## src/shared/rx_stat_pkg.sv

```systemverilog
// Purpose: Shared constants for the receive statistics counter bank.
// Assumes: Register addresses are word indices on a plain register port.
// Notes:   Counter slots are indexed by the IDX_ constants.
`default_nettype none
package rx_stat_pkg;
    localparam int ADDR_W   = 12;
    localparam int DATA_W   = 32;
    localparam int CNT_W    = 64;
    localparam int LEN_W    = 16;
    localparam int NUM_CNT  = 3;
    localparam int IDX_RUNT = 0;
    localparam int IDX_OVER = 1;
    localparam int IDX_FCS  = 2;

    localparam logic [ADDR_W-1:0] ADDR_RUNT_LOW  = 12'h900;
    localparam logic [ADDR_W-1:0] ADDR_RUNT_HIGH = 12'h901;
    localparam logic [ADDR_W-1:0] ADDR_OVER_LOW  = 12'h902;
    localparam logic [ADDR_W-1:0] ADDR_FCS_LOW   = 12'h904;
    localparam logic [ADDR_W-1:0] ADDR_CONTROL   = 12'h945;
    localparam logic [ADDR_W-1:0] ADDR_STATUS    = 12'h946;

    localparam int CTRL_CLEAR_BIT  = 0;
    localparam int CTRL_SHADOW_BIT = 2;
    localparam int STAT_PAUSED_BIT = 1;

    localparam logic               SHADOW_RESET = 1'h0;
    localparam logic [CNT_W-1:0]   COUNT_RESET  = 64'h0;
    localparam logic [DATA_W-1:0]  READ_IDLE    = 32'h0;

    // Frame length in bytes counted from destination address through CRC.
    localparam logic [LEN_W-1:0] RUNT_LIMIT     = 16'h0040;
    localparam logic [LEN_W-1:0] OVERSIZE_LIMIT = 16'h05ee;
endpackage
`default_nettype wire

```

## src/core/stat_counter64.sv

```systemverilog
// Purpose: One wrapping 64-bit event counter with a host-visible snapshot.
// Assumes: Increment and clear come from logic on the same clock.
// Notes:   Clear wins over increment and also clears the snapshot.
`timescale 1ns/100ps
`default_nettype none
module stat_counter64
    import rx_stat_pkg::*;
(
    input  wire logic             clock,
    input  wire logic             rst_n,
    input  wire logic             inc,
    input  wire logic             clear,
    input  wire logic             freeze,
    output logic      [CNT_W-1:0] count,
    output logic      [CNT_W-1:0] visible
);
    logic [CNT_W-1:0] next_count;

    always_comb begin
        next_count = count + 64'h1;
    end

    always_ff @(posedge clock) begin
        if (!rst_n || clear) begin
            count <= COUNT_RESET;
        end else if (inc) begin
            count <= next_count;
        end
    end

    // The snapshot tracks the live count until frozen, so reads taken while frozen never tear.
    always_ff @(posedge clock) begin
        if (!rst_n || clear) begin
            visible <= COUNT_RESET;
        end else if (!freeze) begin
            visible <= inc ? next_count : count;
        end
    end

    AST_CNT_STEP: assert property (@(posedge clock) disable iff (!rst_n)
        inc && !clear |=> count == $past(count) + 64'h1)
        else $error("counter did not step by one");
    AST_CNT_WRAP: assert property (@(posedge clock) disable iff (!rst_n)
        inc && !clear && (&count) |=> count == 64'h0)
        else $error("counter did not wrap to zero");
    AST_CNT_CLEAR: assert property (@(posedge clock) disable iff (!rst_n)
        clear |=> count == 64'h0 && visible == 64'h0)
        else $error("clear did not zero the counter");
    AST_CNT_FROZEN: assert property (@(posedge clock) disable iff (!rst_n)
        freeze && !clear ##1 freeze && !clear |-> $stable(visible))
        else $error("snapshot moved while frozen");
endmodule
`default_nettype wire

```

## src/core/frame_length_classifier.sv

```systemverilog
// Purpose: Turns frame-end reports into runt and oversize CRC-error pulses.
// Assumes: frame_len counts destination address, source address, data and CRC.
// Notes:   Outputs are registered one-cycle pulses.
`timescale 1ns/100ps
`default_nettype none
module frame_length_classifier
    import rx_stat_pkg::*;
(
    input  wire logic             clock,
    input  wire logic             rst_n,
    input  wire logic             frame_done,
    input  wire logic [LEN_W-1:0] frame_len,
    input  wire logic             crc_error,
    output logic                  runt_hit,
    output logic                  oversize_hit
);
    always_ff @(posedge clock) begin
        if (!rst_n) begin
            runt_hit <= 1'b0;
        end else begin
            runt_hit <= frame_done && crc_error && (frame_len < RUNT_LIMIT);
        end
    end

    always_ff @(posedge clock) begin
        if (!rst_n) begin
            oversize_hit <= 1'b0;
        end else begin
            oversize_hit <= frame_done && crc_error && (frame_len > OVERSIZE_LIMIT);
        end
    end

    AST_RUNT_PULSE: assert property (@(posedge clock) disable iff (!rst_n)
        frame_done && crc_error && frame_len == 16'h003f |=> runt_hit)
        else $error("63-byte errored frame not flagged as runt");
    AST_RUNT_EDGE: assert property (@(posedge clock) disable iff (!rst_n)
        frame_done && frame_len == 16'h0040 |=> !runt_hit)
        else $error("64-byte frame flagged as runt");
    AST_OVER_PULSE: assert property (@(posedge clock) disable iff (!rst_n)
        oversize_hit |-> $past(frame_done && crc_error && frame_len > 16'h05ee))
        else $error("oversize pulse without an oversized errored frame");
endmodule
`default_nettype wire

```

## src/core/rx_statistics_counter_bank.sv

```systemverilog
// Purpose: Receive statistics counter bank with snapshot and clear-all control.
// Assumes: Event inputs come from receive logic on the same clock as the register port.
// Notes:   Addresses are word indices; read data appear one cycle after the read strobe.
`timescale 1ns/100ps
`default_nettype none
module rx_statistics_counter_bank
    import rx_stat_pkg::*;
#(
    parameter bit ENABLE_RX_STATS = 1'b1
)
(
    input  wire logic              clock,
    input  wire logic              rst_n,
    input  wire logic [ADDR_W-1:0] addr,
    input  wire logic [DATA_W-1:0] wr_data,
    input  wire logic              wr_en,
    input  wire logic              rd_en,
    output logic      [DATA_W-1:0] rd_data,
    input  wire logic              frame_done,
    input  wire logic [LEN_W-1:0]  frame_len,
    input  wire logic              crc_error,
    input  wire logic              fcs_error,
    output logic                   stats_paused
);
    logic                  shadow;
    logic                  clear_all;
    logic                  runt_hit;
    logic                  oversize_hit;
    logic [NUM_CNT-1:0]    events;
    logic [CNT_W-1:0]      live    [NUM_CNT];
    logic [CNT_W-1:0]      visible [NUM_CNT];
    logic [DATA_W-1:0]     next_rd_data;
    logic                  wr_control;

    assign wr_control = wr_en && (addr == ADDR_CONTROL);

    // Shadow request bit, held until software writes it back to zero.
    always_ff @(posedge clock) begin
        if (!rst_n) begin
            shadow <= SHADOW_RESET;
        end else if (wr_control) begin
            shadow <= wr_data[CTRL_SHADOW_BIT];
        end
    end

    // Clear-all is self-clearing: one pulse on the cycle after the write.
    always_ff @(posedge clock) begin
        if (!rst_n) begin
            clear_all <= 1'b0;
        end else begin
            clear_all <= wr_control && wr_data[CTRL_CLEAR_BIT];
        end
    end

    always_ff @(posedge clock) begin
        if (!rst_n) begin
            stats_paused <= 1'b0;
        end else begin
            stats_paused <= shadow;
        end
    end

    frame_length_classifier u_classifier (
        .clock        (clock),
        .rst_n        (rst_n),
        .frame_done   (frame_done),
        .frame_len    (frame_len),
        .crc_error    (crc_error),
        .runt_hit     (runt_hit),
        .oversize_hit (oversize_hit)
    );

    always_comb begin
        events           = '0;
        events[IDX_RUNT] = runt_hit;
        events[IDX_OVER] = oversize_hit;
        events[IDX_FCS]  = fcs_error;
    end

    generate
        if (ENABLE_RX_STATS) begin : g_stats
            for (genvar i = 0; i < NUM_CNT; i++) begin : g_cnt
                stat_counter64 u_counter (
                    .clock   (clock),
                    .rst_n   (rst_n),
                    .inc     (events[i]),
                    .clear   (clear_all),
                    .freeze  (shadow),
                    .count   (live[i]),
                    .visible (visible[i])
                );
            end
        end else begin : g_no_stats
            // No counters are built, so every counter address reads as zero.
            for (genvar i = 0; i < NUM_CNT; i++) begin : g_zero
                assign live[i]    = COUNT_RESET;
                assign visible[i] = COUNT_RESET;
            end
        end
    endgenerate

    // Read decode; the counter values shown are the snapshot path only.
    always_comb begin
        next_rd_data = READ_IDLE;
        unique case (addr)
            ADDR_RUNT_LOW:  next_rd_data = visible[IDX_RUNT][31:0];
            ADDR_RUNT_HIGH: next_rd_data = visible[IDX_RUNT][63:32];
            ADDR_OVER_LOW:  next_rd_data = visible[IDX_OVER][31:0];
            ADDR_FCS_LOW:   next_rd_data = visible[IDX_FCS][31:0];
            ADDR_CONTROL:   next_rd_data[CTRL_SHADOW_BIT] = shadow;
            ADDR_STATUS:    next_rd_data[STAT_PAUSED_BIT] = stats_paused;
            default:        next_rd_data = READ_IDLE;
        endcase
    end

    // Read data stand only in the cycle after the strobe; reads have no side effect.
    always_ff @(posedge clock) begin
        if (!rst_n) begin
            rd_data <= READ_IDLE;
        end else if (rd_en) begin
            rd_data <= next_rd_data;
        end else begin
            rd_data <= READ_IDLE;
        end
    end

    AST_READ_NO_EFFECT: assert property (@(posedge clock) disable iff (!rst_n)
        rd_en && !wr_en && events == 3'h0 && !clear_all
        |=> live[IDX_RUNT] == $past(live[IDX_RUNT])
            && live[IDX_OVER] == $past(live[IDX_OVER])
            && live[IDX_FCS] == $past(live[IDX_FCS]))
        else $error("read changed a counter");

    AST_FCS_COUNT: assert property (@(posedge clock) disable iff (!rst_n)
        ENABLE_RX_STATS && fcs_error && !clear_all
        |=> live[IDX_FCS] == $past(live[IDX_FCS]) + 64'h1)
        else $error("checksum error pulse not counted once");

    AST_RUNT_COUNT: assert property (@(posedge clock) disable iff (!rst_n)
        ENABLE_RX_STATS && frame_done && crc_error && frame_len < 16'h0040
        ##1 !clear_all |=> live[IDX_RUNT] == $past(live[IDX_RUNT]) + 64'h1)
        else $error("errored runt frame not counted");

    AST_OVER_COUNT: assert property (@(posedge clock) disable iff (!rst_n)
        ENABLE_RX_STATS && oversize_hit && !clear_all
        |=> live[IDX_OVER] == $past(live[IDX_OVER]) + 64'h1)
        else $error("errored oversize frame not counted");

    AST_CLEAR_ALL: assert property (@(posedge clock) disable iff (!rst_n)
        wr_control && wr_data[CTRL_CLEAR_BIT]
        |=> clear_all ##1 (live[IDX_RUNT] == 64'h0 && live[IDX_OVER] == 64'h0
            && live[IDX_FCS] == 64'h0))
        else $error("clear-all did not zero all counters");

    AST_CLEAR_SELF: assert property (@(posedge clock) disable iff (!rst_n)
        clear_all |=> !clear_all || $past(wr_control && wr_data[CTRL_CLEAR_BIT]))
        else $error("clear bit did not self-clear");

    AST_SHADOW_HOLD: assert property (@(posedge clock) disable iff (!rst_n)
        rd_en && addr == ADDR_FCS_LOW && shadow && !clear_all
        ##1 rd_en && addr == ADDR_FCS_LOW && shadow && !clear_all
        |=> rd_data == $past(rd_data))
        else $error("snapshot value changed between frozen reads");

    AST_LIVE_VIEW: assert property (@(posedge clock) disable iff (!rst_n)
        rd_en && addr == ADDR_RUNT_HIGH && !shadow && !$past(shadow)
        |=> rd_data == live[IDX_RUNT][63:32] || $past(events[IDX_RUNT]) || $past(clear_all))
        else $error("unfrozen read did not show the live count");

    AST_DISABLED_ZERO: assert property (@(posedge clock) disable iff (!rst_n)
        !ENABLE_RX_STATS && rd_en
        && (addr == ADDR_RUNT_LOW || addr == ADDR_RUNT_HIGH
            || addr == ADDR_OVER_LOW || addr == ADDR_FCS_LOW)
        |=> rd_data == 32'h0)
        else $error("disabled bank returned nonzero counter data");

    AST_READ_ONE_CYCLE: assert property (@(posedge clock) disable iff (!rst_n)
        !rd_en |=> rd_data == 32'h0)
        else $error("read data outside the answer cycle");

    COV_RUNT_READ: cover property (@(posedge clock) disable iff (!rst_n)
        runt_hit ##[1:20] rd_en && addr == ADDR_RUNT_LOW);
    COV_SNAPSHOT: cover property (@(posedge clock) disable iff (!rst_n)
        shadow && fcs_error ##[1:20] rd_en && addr == ADDR_FCS_LOW);
    COV_CLEAR: cover property (@(posedge clock) disable iff (!rst_n)
        clear_all && events != 3'h0);
    COV_OVERSIZE: cover property (@(posedge clock) disable iff (!rst_n)
        oversize_hit);
endmodule
`default_nettype wire

```

## config.mk

```make
export PLATFORM = sky130hd
export DESIGN_NAME = rx_statistics_counter_bank
export DESIGN_NICKNAME = d
export VERILOG_FILES = /design/src/shared/rx_stat_pkg.sv /design/src/core/stat_counter64.sv /design/src/core/frame_length_classifier.sv /design/src/core/rx_statistics_counter_bank.sv
export SDC_FILE = /design/constraint.sdc
export NUM_CORES = 1
export LEC_CHECK = 0
export ABC_AREA = 1
export BUFFER_PORTS_ARGS = -buffer_cell sky130_fd_sc_hd__clkbuf_2
export CORE_MARGIN = 2
export CORE_UTILIZATION = 60
export CTS_CLUSTER_SIZE = 20
export DETAILED_ROUTE_END_ITERATION = 8
export PLACE_DENSITY = 0.86
export SETUP_SLACK_MARGIN = 0.5
export SYNTH_ARGS = -nofsm -noshare
export SYNTH_HDL_FRONTEND = slang
export SYNTH_HIERARCHICAL = 1
export SYNTH_SLANG_ARGS = --single-unit
```

## constraint.sdc

```tcl
create_clock -name clock -period 2.9 [get_ports clock]
set_input_delay 0.58 -clock clock [delete_from_list [all_inputs] [get_ports clock]]
set_output_delay 0.58 -clock clock [all_outputs]
set_load 0.03 [all_outputs]
```

### Yosys cells after proc, flatten, opt, wreduce, memory -nomap -nowiden

Index checks and enable logic that the tools add are counted.

* bits in latches: 0
* memory bits (read-only): 0
* RAM bits: 0
* memories kept: 0
* input port bits: 67
* output and inout port bits: 33
* register bits after elaboration: 357
* logic and storage cells: 38

* reduce and logical (&&, ||, !) cells: 8
* multiply operators: 0
* divide/modulo/power cells: 0
* eq/ne operators: 6
* $lt $le $gt $ge: 2
* $add $sub $neg: 3
* shift-type cells: 0
* muxes and demuxes: 7
* bitwise logic cells: 0

Operator list (number)
* $add 64x1->64 const B: 3
* $mux 64: 3
* $pmux 29 s4: 1
* $eq 12x12->1 const B: 6
* $gt 16x11->1 const B: 1
* $lt 16x7->1 const B: 1
* $pmux 1 s5: 2
* $logic_and 1x1->1: 5
* $pmux 1 s4: 1
* $reduce_and 2->1: 1
* $logic_not 1->1: 1
* $logic_or 1x1->1: 1

### Depth between registers and ports, before layout

Gate-level depths: netlist of run 1.

* depth after elaboration: 3
* gate-level depth with buffers: 12
* gate-level depth less buffers: 12

### Modules after synthesis

Netlist of run 1, hierarchy kept.

Modules (own cells, without submodules)
* stat_counter64 (g_stats.g_cnt[1].u_counter ...): area each 6128.4 µm², times used 2, seq. area each 2562.5 µm², cells an instance 894
* stat_counter64 (g_stats.g_cnt[0].u_counter): area each 6158.4 µm², times used 1, seq. area each 2562.5 µm², cells an instance 892
* rx_statistics_counter_bank: area each 2348.5 µm², times used 1, seq. area each 700.7 µm², cells an instance 370
* frame_length_classifier: area each 182.7 µm², times used 1, seq. area each 40.0 µm², cells an instance 32

### Least setup slack after synthesis of run 1

No wires, ideal clock.

* path type: input to register
* start: in fcs_error
* end: reg g_stats.g_cnt[2].u_counter/visible[56] (netlist name)
* stages: 12
* data required time: 2.791 ns
* arrival: 1.655 ns
* setup time: 0.109 ns
* slack: 1.136 ns
* path buffers: 1
* cell sequence: buf_4 > nand2_4 > nor2_8 > nand2_4 > nor2_4 > nand2_4 > nor2_4 > nand2_1 > nand2_1 > nand3_1 > nand2_1 > inv_1

RTL lines
* start: declaration: RTL line rx_statistics_counter_bank.sv:22 `input wire logic fcs_error,`

### Worst setup path after layout of run 1

* start: reg u_classifier.runt_hit
* end: reg g_stats.g_cnt[0].u_counter.visible[36]

* cells in the longest elaborated chain, start to end: 1

Ends and longest elaborated chain
* start: declaration: RTL line frame_length_classifier.sv:14 `output logic runt_hit,`
* start signal: assignment: RTL line frame_length_classifier.sv:21 `runt_hit <= frame_done && crc_error && (frame_len < RUNT_LIMIT);`
* $mux 64: RTL line stat_counter64.sv:36 `visible <= inc ? next_count : count;`
* end signal: assignment: RTL line stat_counter64.sv:36
* end: declaration: RTL line stat_counter64.sv:15 `output logic [CNT_W-1:0] visible`

Every way passes these cells.
A chain may end at the register's enable or synchronous reset.

==> results of run 1 <==
worst max path at each step:
stage,end,cells after the start,slack (ns)
after floorplan,g_stats.g_cnt[2].u_counter/visible[25],10,1.21
after global placement,rd_data[19],10,0.76
after detailed placement,rd_data[19],10,0.68
after CTS,g_stats.g_cnt[0].u_counter/visible[45],11,0.75
after global routing,g_stats.g_cnt[0].u_counter/visible[45],11,0.61
final,g_stats.g_cnt[0].u_counter/visible[36],6,0.68
flip-flops by register name, indices dropped and copies added, names as in the netlist:
register                         cells
u_classifier/oversize_hit            1
shadow                               1
clear_all                            1
g_stats.g_cnt.u_counter/visible    128
stats_paused                         1
rd_data                             32
u_classifier/runt_hit                1
g_stats.g_cnt.u_counter/count      128
power breakdown:
group          switching, mW  internal (mW)
logic                  0.136         0.0587
registers             0.0111           4.03
clock network           1.65           2.29
total                   1.80           6.38
final cells by class:
| cell class | count | area, µm² |
|---|---|---|
| fill | 2116 | 8050 |
| inverter | 261 | 987 |
| multi-input combinational | 1459 | 7320 |
| timing repair buffer | 81 | 460 |
| tap | 324 | 405 |
| clock buffer | 43 | 871 |
| sequential | 293 | 5870 |
| clock inverter | 14 | 150 |
tightest hold or removal path: cells and delay by family:
family / cells / cell delay (ns)
simple gates: 2 / 0.09
buf+inv: 1 / 0.08
per-layer routing:
| layer | up-vias | part of all wire (%) |
|---|---|---|
| met3 | 106 | 5.6 |
| met5 | - | 0 |
| li1 | 6525 | - |
| met1 | 6123 | 41 |
| met2 | 433 | 48 |
| met4 | 0 | 4.9 |
metrics by stage:
stage | worst slack [ns] | instances | power (mW) | hold WS [ns]
6_report | 0.682 | 2475 | 8.18 | 0.232
5_1_grt | 0.614 | 2475 | 8.40 | 0.247
4_1_cts | 0.752 | 2475 | 8.21 | 0.220
3_5_place_dp | 0.685 | 2418 | 4.32 | 0.466
3_3_place_gp | 0.756 | 2418 | 4.32 | 0.447
2_1_floorplan | 1.21 | 2100 | 4.26 | 0.450
==> metrics, run 1 <==
CTS tree=built; CP startpoint=u_classifier/runt_hit; Root Driver=clkbuf_16; pin count of the biggest net entering global routing=119; gr usage total=30.2%; post-route ant nets=0; status=finished clean; Layout Skew=between 0.008 and 0.009 ns; initial antenna violation count=0; DR pass1 iterations=5; final setup violation count=0; Worst R2R Setup Slack=0.68 ns; Hold Crit Class=input pin to flip-flop; Vias/cell=5.33; Reg-to-Reg End=g_stats.g_cnt[0].u_counter/visible[36]; fin crit period=2.22 ns; Mapped Area=approximately 15000 µm²; Worst Path Buf+Inv=1; total congestion overflow=0; Syn. warnings=6; share of cells above drive strength 1=14.7%; via count=13200; Critical-path top delay cell=dfxtp_1; most used routing layer=met2; Tightest Pin Transition=0.760 ns; n_diodes=0; Worst-path clk slew=0.06 ns; first-pass GRT wire length=63100 µm; MaxCap Viol Count=0; commonest non-fill, non-tap cell in the layout=nand2_1; hold path depth=3; worst vdd ir=0.519 mV; crit share post-route=76.5%; fin util=between 60% and 70%; port bufs=between 60 and 70; reg2reg path depth=6; core area=24100 µm²; post-route cell area=between 15000 and 20000 µm²; htree depth=1; Worst Hold Path EP=clear_all; DR iter-0 viols=about 1100; I/O pin cnt=100; WS Path Type=flip-flop to flip-flop; Final Hold Fails=0; CTS Sinks=293; syn_nets=approximately 2200; fmax=451 MHz; post-CTS sizing=0; CP Launch Type=flip-flop; GR Util met3=3.90%; RSZ-0062 raised after global routing=false; max incr delay on CP=0.65 ns; GR Util met2=between 50% and 60%; RD Place Congestion=0.953; delay-heaviest family, CP=simple AND/OR/NAND/NOR gates; chip height=160 µm; synthesis-to-layout area growth=9.74%; mean area per synthesized cell=approximately 7 µm²; Final nets=about 2200; post-CTS setup buffers=0; crit-path cells=inv_2 -> nor3_1 -> nand3_1 -> nor2_1 -> xor2_1 -> a21oi_1; DR WL/cell=15.7 µm; CP arrival=2.65 ns; RR Startpoint=u_classifier/runt_hit; Worst Min Path Start=wr_data[0]; max_slew headroom=between 40% and 50%; Max FO, Critical Path=8; CP required=3.34 ns; Final HPWL DP=28100 µm; Rows=between 50 and 60; DRC viols=0; grt met1 use=37.2%; CTS Hold Bufs=0; cts bufs inserted=31; Die X=160 µm; Die ar.=25600 µm²; Setup TNS=0 ns; commonest non-fill, non-tap cells in the layout=nand2_1, nor2_1, dfxtp_1; Placed Area=15000 µm²; Leak Pwr=7.57 nW; Initial Util=60.7%; clk_lat worst skew=about 0.57 ns; Final Max Tran Viols=0; drt total wl=38800 µm; crit end category=flip-flop; vias in the first global route=12700; clk buf depth=3; power per cell area=509 nW/µm²; cells after synthesis=2100
Note: power is estimated with default switching activity, not from simulation.
==> run 2, diff against run 1 <==
--- a/config.mk
+++ b/config.mk
@@ -8,7 +8,7 @@
 export ABC_AREA = 1
 export BUFFER_PORTS_ARGS = -buffer_cell sky130_fd_sc_hd__clkbuf_2
 export CORE_MARGIN = 2
-export CORE_UTILIZATION = 60
+export CORE_UTILIZATION = 57
 export CTS_CLUSTER_SIZE = 20
 export DETAILED_ROUTE_END_ITERATION = 8
 export PLACE_DENSITY = 0.86
==> constraint.sdc (replaced) <==
create_clock -name clock -period 1.78 [get_ports clock]
set_input_delay 0.356 -clock clock [delete_from_list [all_inputs] [get_ports clock]]
set_output_delay 0.356 -clock clock [all_outputs]
set_load 0.03 [all_outputs]
==> metrics, run 2 (same netlist as run 1, synthesis figures left out) <==
crit-path cells=ha_4 -> nand2_4 -> nor2_8 -> nand2_4 -> buf_12 -> nor2_4 -> and2_4 -> buf_6 -> xnor2_4 -> nor2_1; synthesis-to-layout area growth=34.8%; Die ar.=27000 µm²; post-route ant nets=0; CP Launch Type=flip-flop; WS Path Type=flip-flop to flip-flop; biggest regs=g_stats.g_cnt.u_counter/count (128), g_stats.g_cnt.u_counter/visible (128), rd_data (32); Levels on crit path=10; final worst slack=-0.365 ns; DRC viols=0; fin util=around four fifths; Vias/cell=5.93; Initial Util=58.1%; Final HPWL DP=a little over 30000 µm; Critical-path top delay cell=dfxtp_4; initial antenna violation count=1; fin crit period=about 2.1 ns; fmax=466 MHz; max incr delay on CP=0.39 ns; delay-heaviest family, CP=simple AND/OR/NAND/NOR gates; MaxCap Viol Count=0; Worst Path Buf+Inv=2; first-pass GRT wire length=70200 µm; Die X=164 µm; Reg-to-Reg End=g_stats.g_cnt[0].u_counter/count[26]; clk_lat worst skew=0.60 ns; Worst R2R Setup Slack=-0.36 ns; Design Power=13.9 mW; via count=15600; CP arrival=2.60 ns; Hold Crit Class=input pin to flip-flop; Layout Skew=0.0214 ns; core area=25200 µm²; commonest non-fill, non-tap cells in the layout=nand2_1, nor2_1, inv_1; Root Driver=clkbuf_16; status=finished with violations; chip height=164 µm; Final nets=2356; Final Hold Fails=0; pin count of the biggest net entering global routing=84; drt total wl=approximately 56000 µm; RR Startpoint=g_stats.g_cnt[0].u_counter/count[1]; Leak Pwr=9.53 nW; DR WL/cell=21.0 µm; commonest non-fill, non-tap cell in the layout=nand2_1; share of cells above drive strength 1=37.9%; htree depth=1; Tightest Pin Transition=0.588 ns; RSZ-0062 raised after global routing=true; Final Max Tran Viols=0; CP required=2.23 ns; worst vdd ir=0.810 mV; cts bufs inserted=31; I/O pin cnt=100; CTS tree=built; Setup TNS=-5.82 ns; Worst-path clk slew=0.07 ns; end point of the critical path=g_stats.g_cnt[0].u_counter/count[26]; clk buf depth=3; RD Place Congestion=approximately 0.96; vias in the first global route=13900; Rows=58; failing checks=negative setup slack; CP startpoint=g_stats.g_cnt[0].u_counter/count[1]; crit end category=flip-flop; DR pass1 iterations=6; port bufs=69; crit share post-route=121%; CTS Sinks=293; Max FO, Critical Path=4; power per cell area=704 nW/µm²; DR iter-0 viols=2293; total congestion overflow=0; max_slew headroom=60.5%; Crit path top cell by count=nand2_4; final setup violation count=61; gr usage total=33.0%; reg2reg path depth=10
run 2: metal layers:
metal | GRT usage (%) | wire [µm] | up-vias
met3 | 5.23 | 5760 | 400
met2 | 55.6 | 25700 | 1168
met5 | 0 | 0 | -
met1 | 39.4 | 19100 | 7259
met4 | 20.1 | 4940 | 0
li1 | - | - | 6821
run 2: through the flow:
stage               worst slack, ns  cell area, µm²  std cells  hold WS, ns
finish                       -0.365           19700       2640       0.0336
CTS                          0.0562           17900       2579       0.0152
global route                 -0.304           19700       2639       0.0272
floorplan                     0.278           15000       2100        0.450
global placement             0.0283           15900       2476        0.462
detailed placement          -0.0126           15900       2476        0.466
run 2: worst reg2reg max path, stage by stage (launching register included):
cell and delay (ns):
dfxtp_4 0.39, ha_4 0.16, nand2_4 0.07, nor2_8 0.17
nand2_4 0.09, buf_12 0.14, nor2_4 0.15, and2_4 0.24
buf_6 0.14, xnor2_4 0.09, nor2_1 0.36
run 2: what timing repair did:
action                                  4_1_cts  5_1_grt
setup buffers                                46       60
gates resized for setup                     146      366
hold endpoints to repair                      1        0
endpoints found under the setup margin      259      285
pin swaps                                    53      153
hold buffers                                  1        0
run 2: worst min path at each step:
stage | from | slack (ns) | end | cells after the start
2_1_floorplan | g_stats.g_cnt[0].u_counter/visible[10] | 0.45 | g_stats.g_cnt[0].u_counter/visible[10] | 2
3_3_place_gp | g_stats.g_cnt[0].u_counter/visible[4] | 0.46 | g_stats.g_cnt[0].u_counter/visible[4] | 2
3_5_place_dp | g_stats.g_cnt[2].u_counter/visible[16] | 0.47 | g_stats.g_cnt[2].u_counter/visible[16] | 2
4_1_cts | wr_data[0] | 0.02 | clear_all | 3
5_1_grt | wr_data[0] | 0.03 | clear_all | 3
6_report | wr_data[0] | 0.03 | clear_all | 3
run 2: final cells by class:
type	instances	area (µm²)
clock buffers	44	865
well taps	330	413
repair buffers	240	1940
diodes	1	2.50
flip-flops and latches	293	6100
inverters	261	1010
fillers	1469	5460
clock inverters	12	204
multi-input cells	1459	9190
run 2: power breakdown:
group / switching, mW / internal [mW] / leakage [nW]
clock: 2.84 / 4.11 / 0.526
combinational: 0.275 / 0.136 / 6.58
sequential: 0.0236 / 6.51 / 2.42
total: 3.14 / 10.7 / 9.53
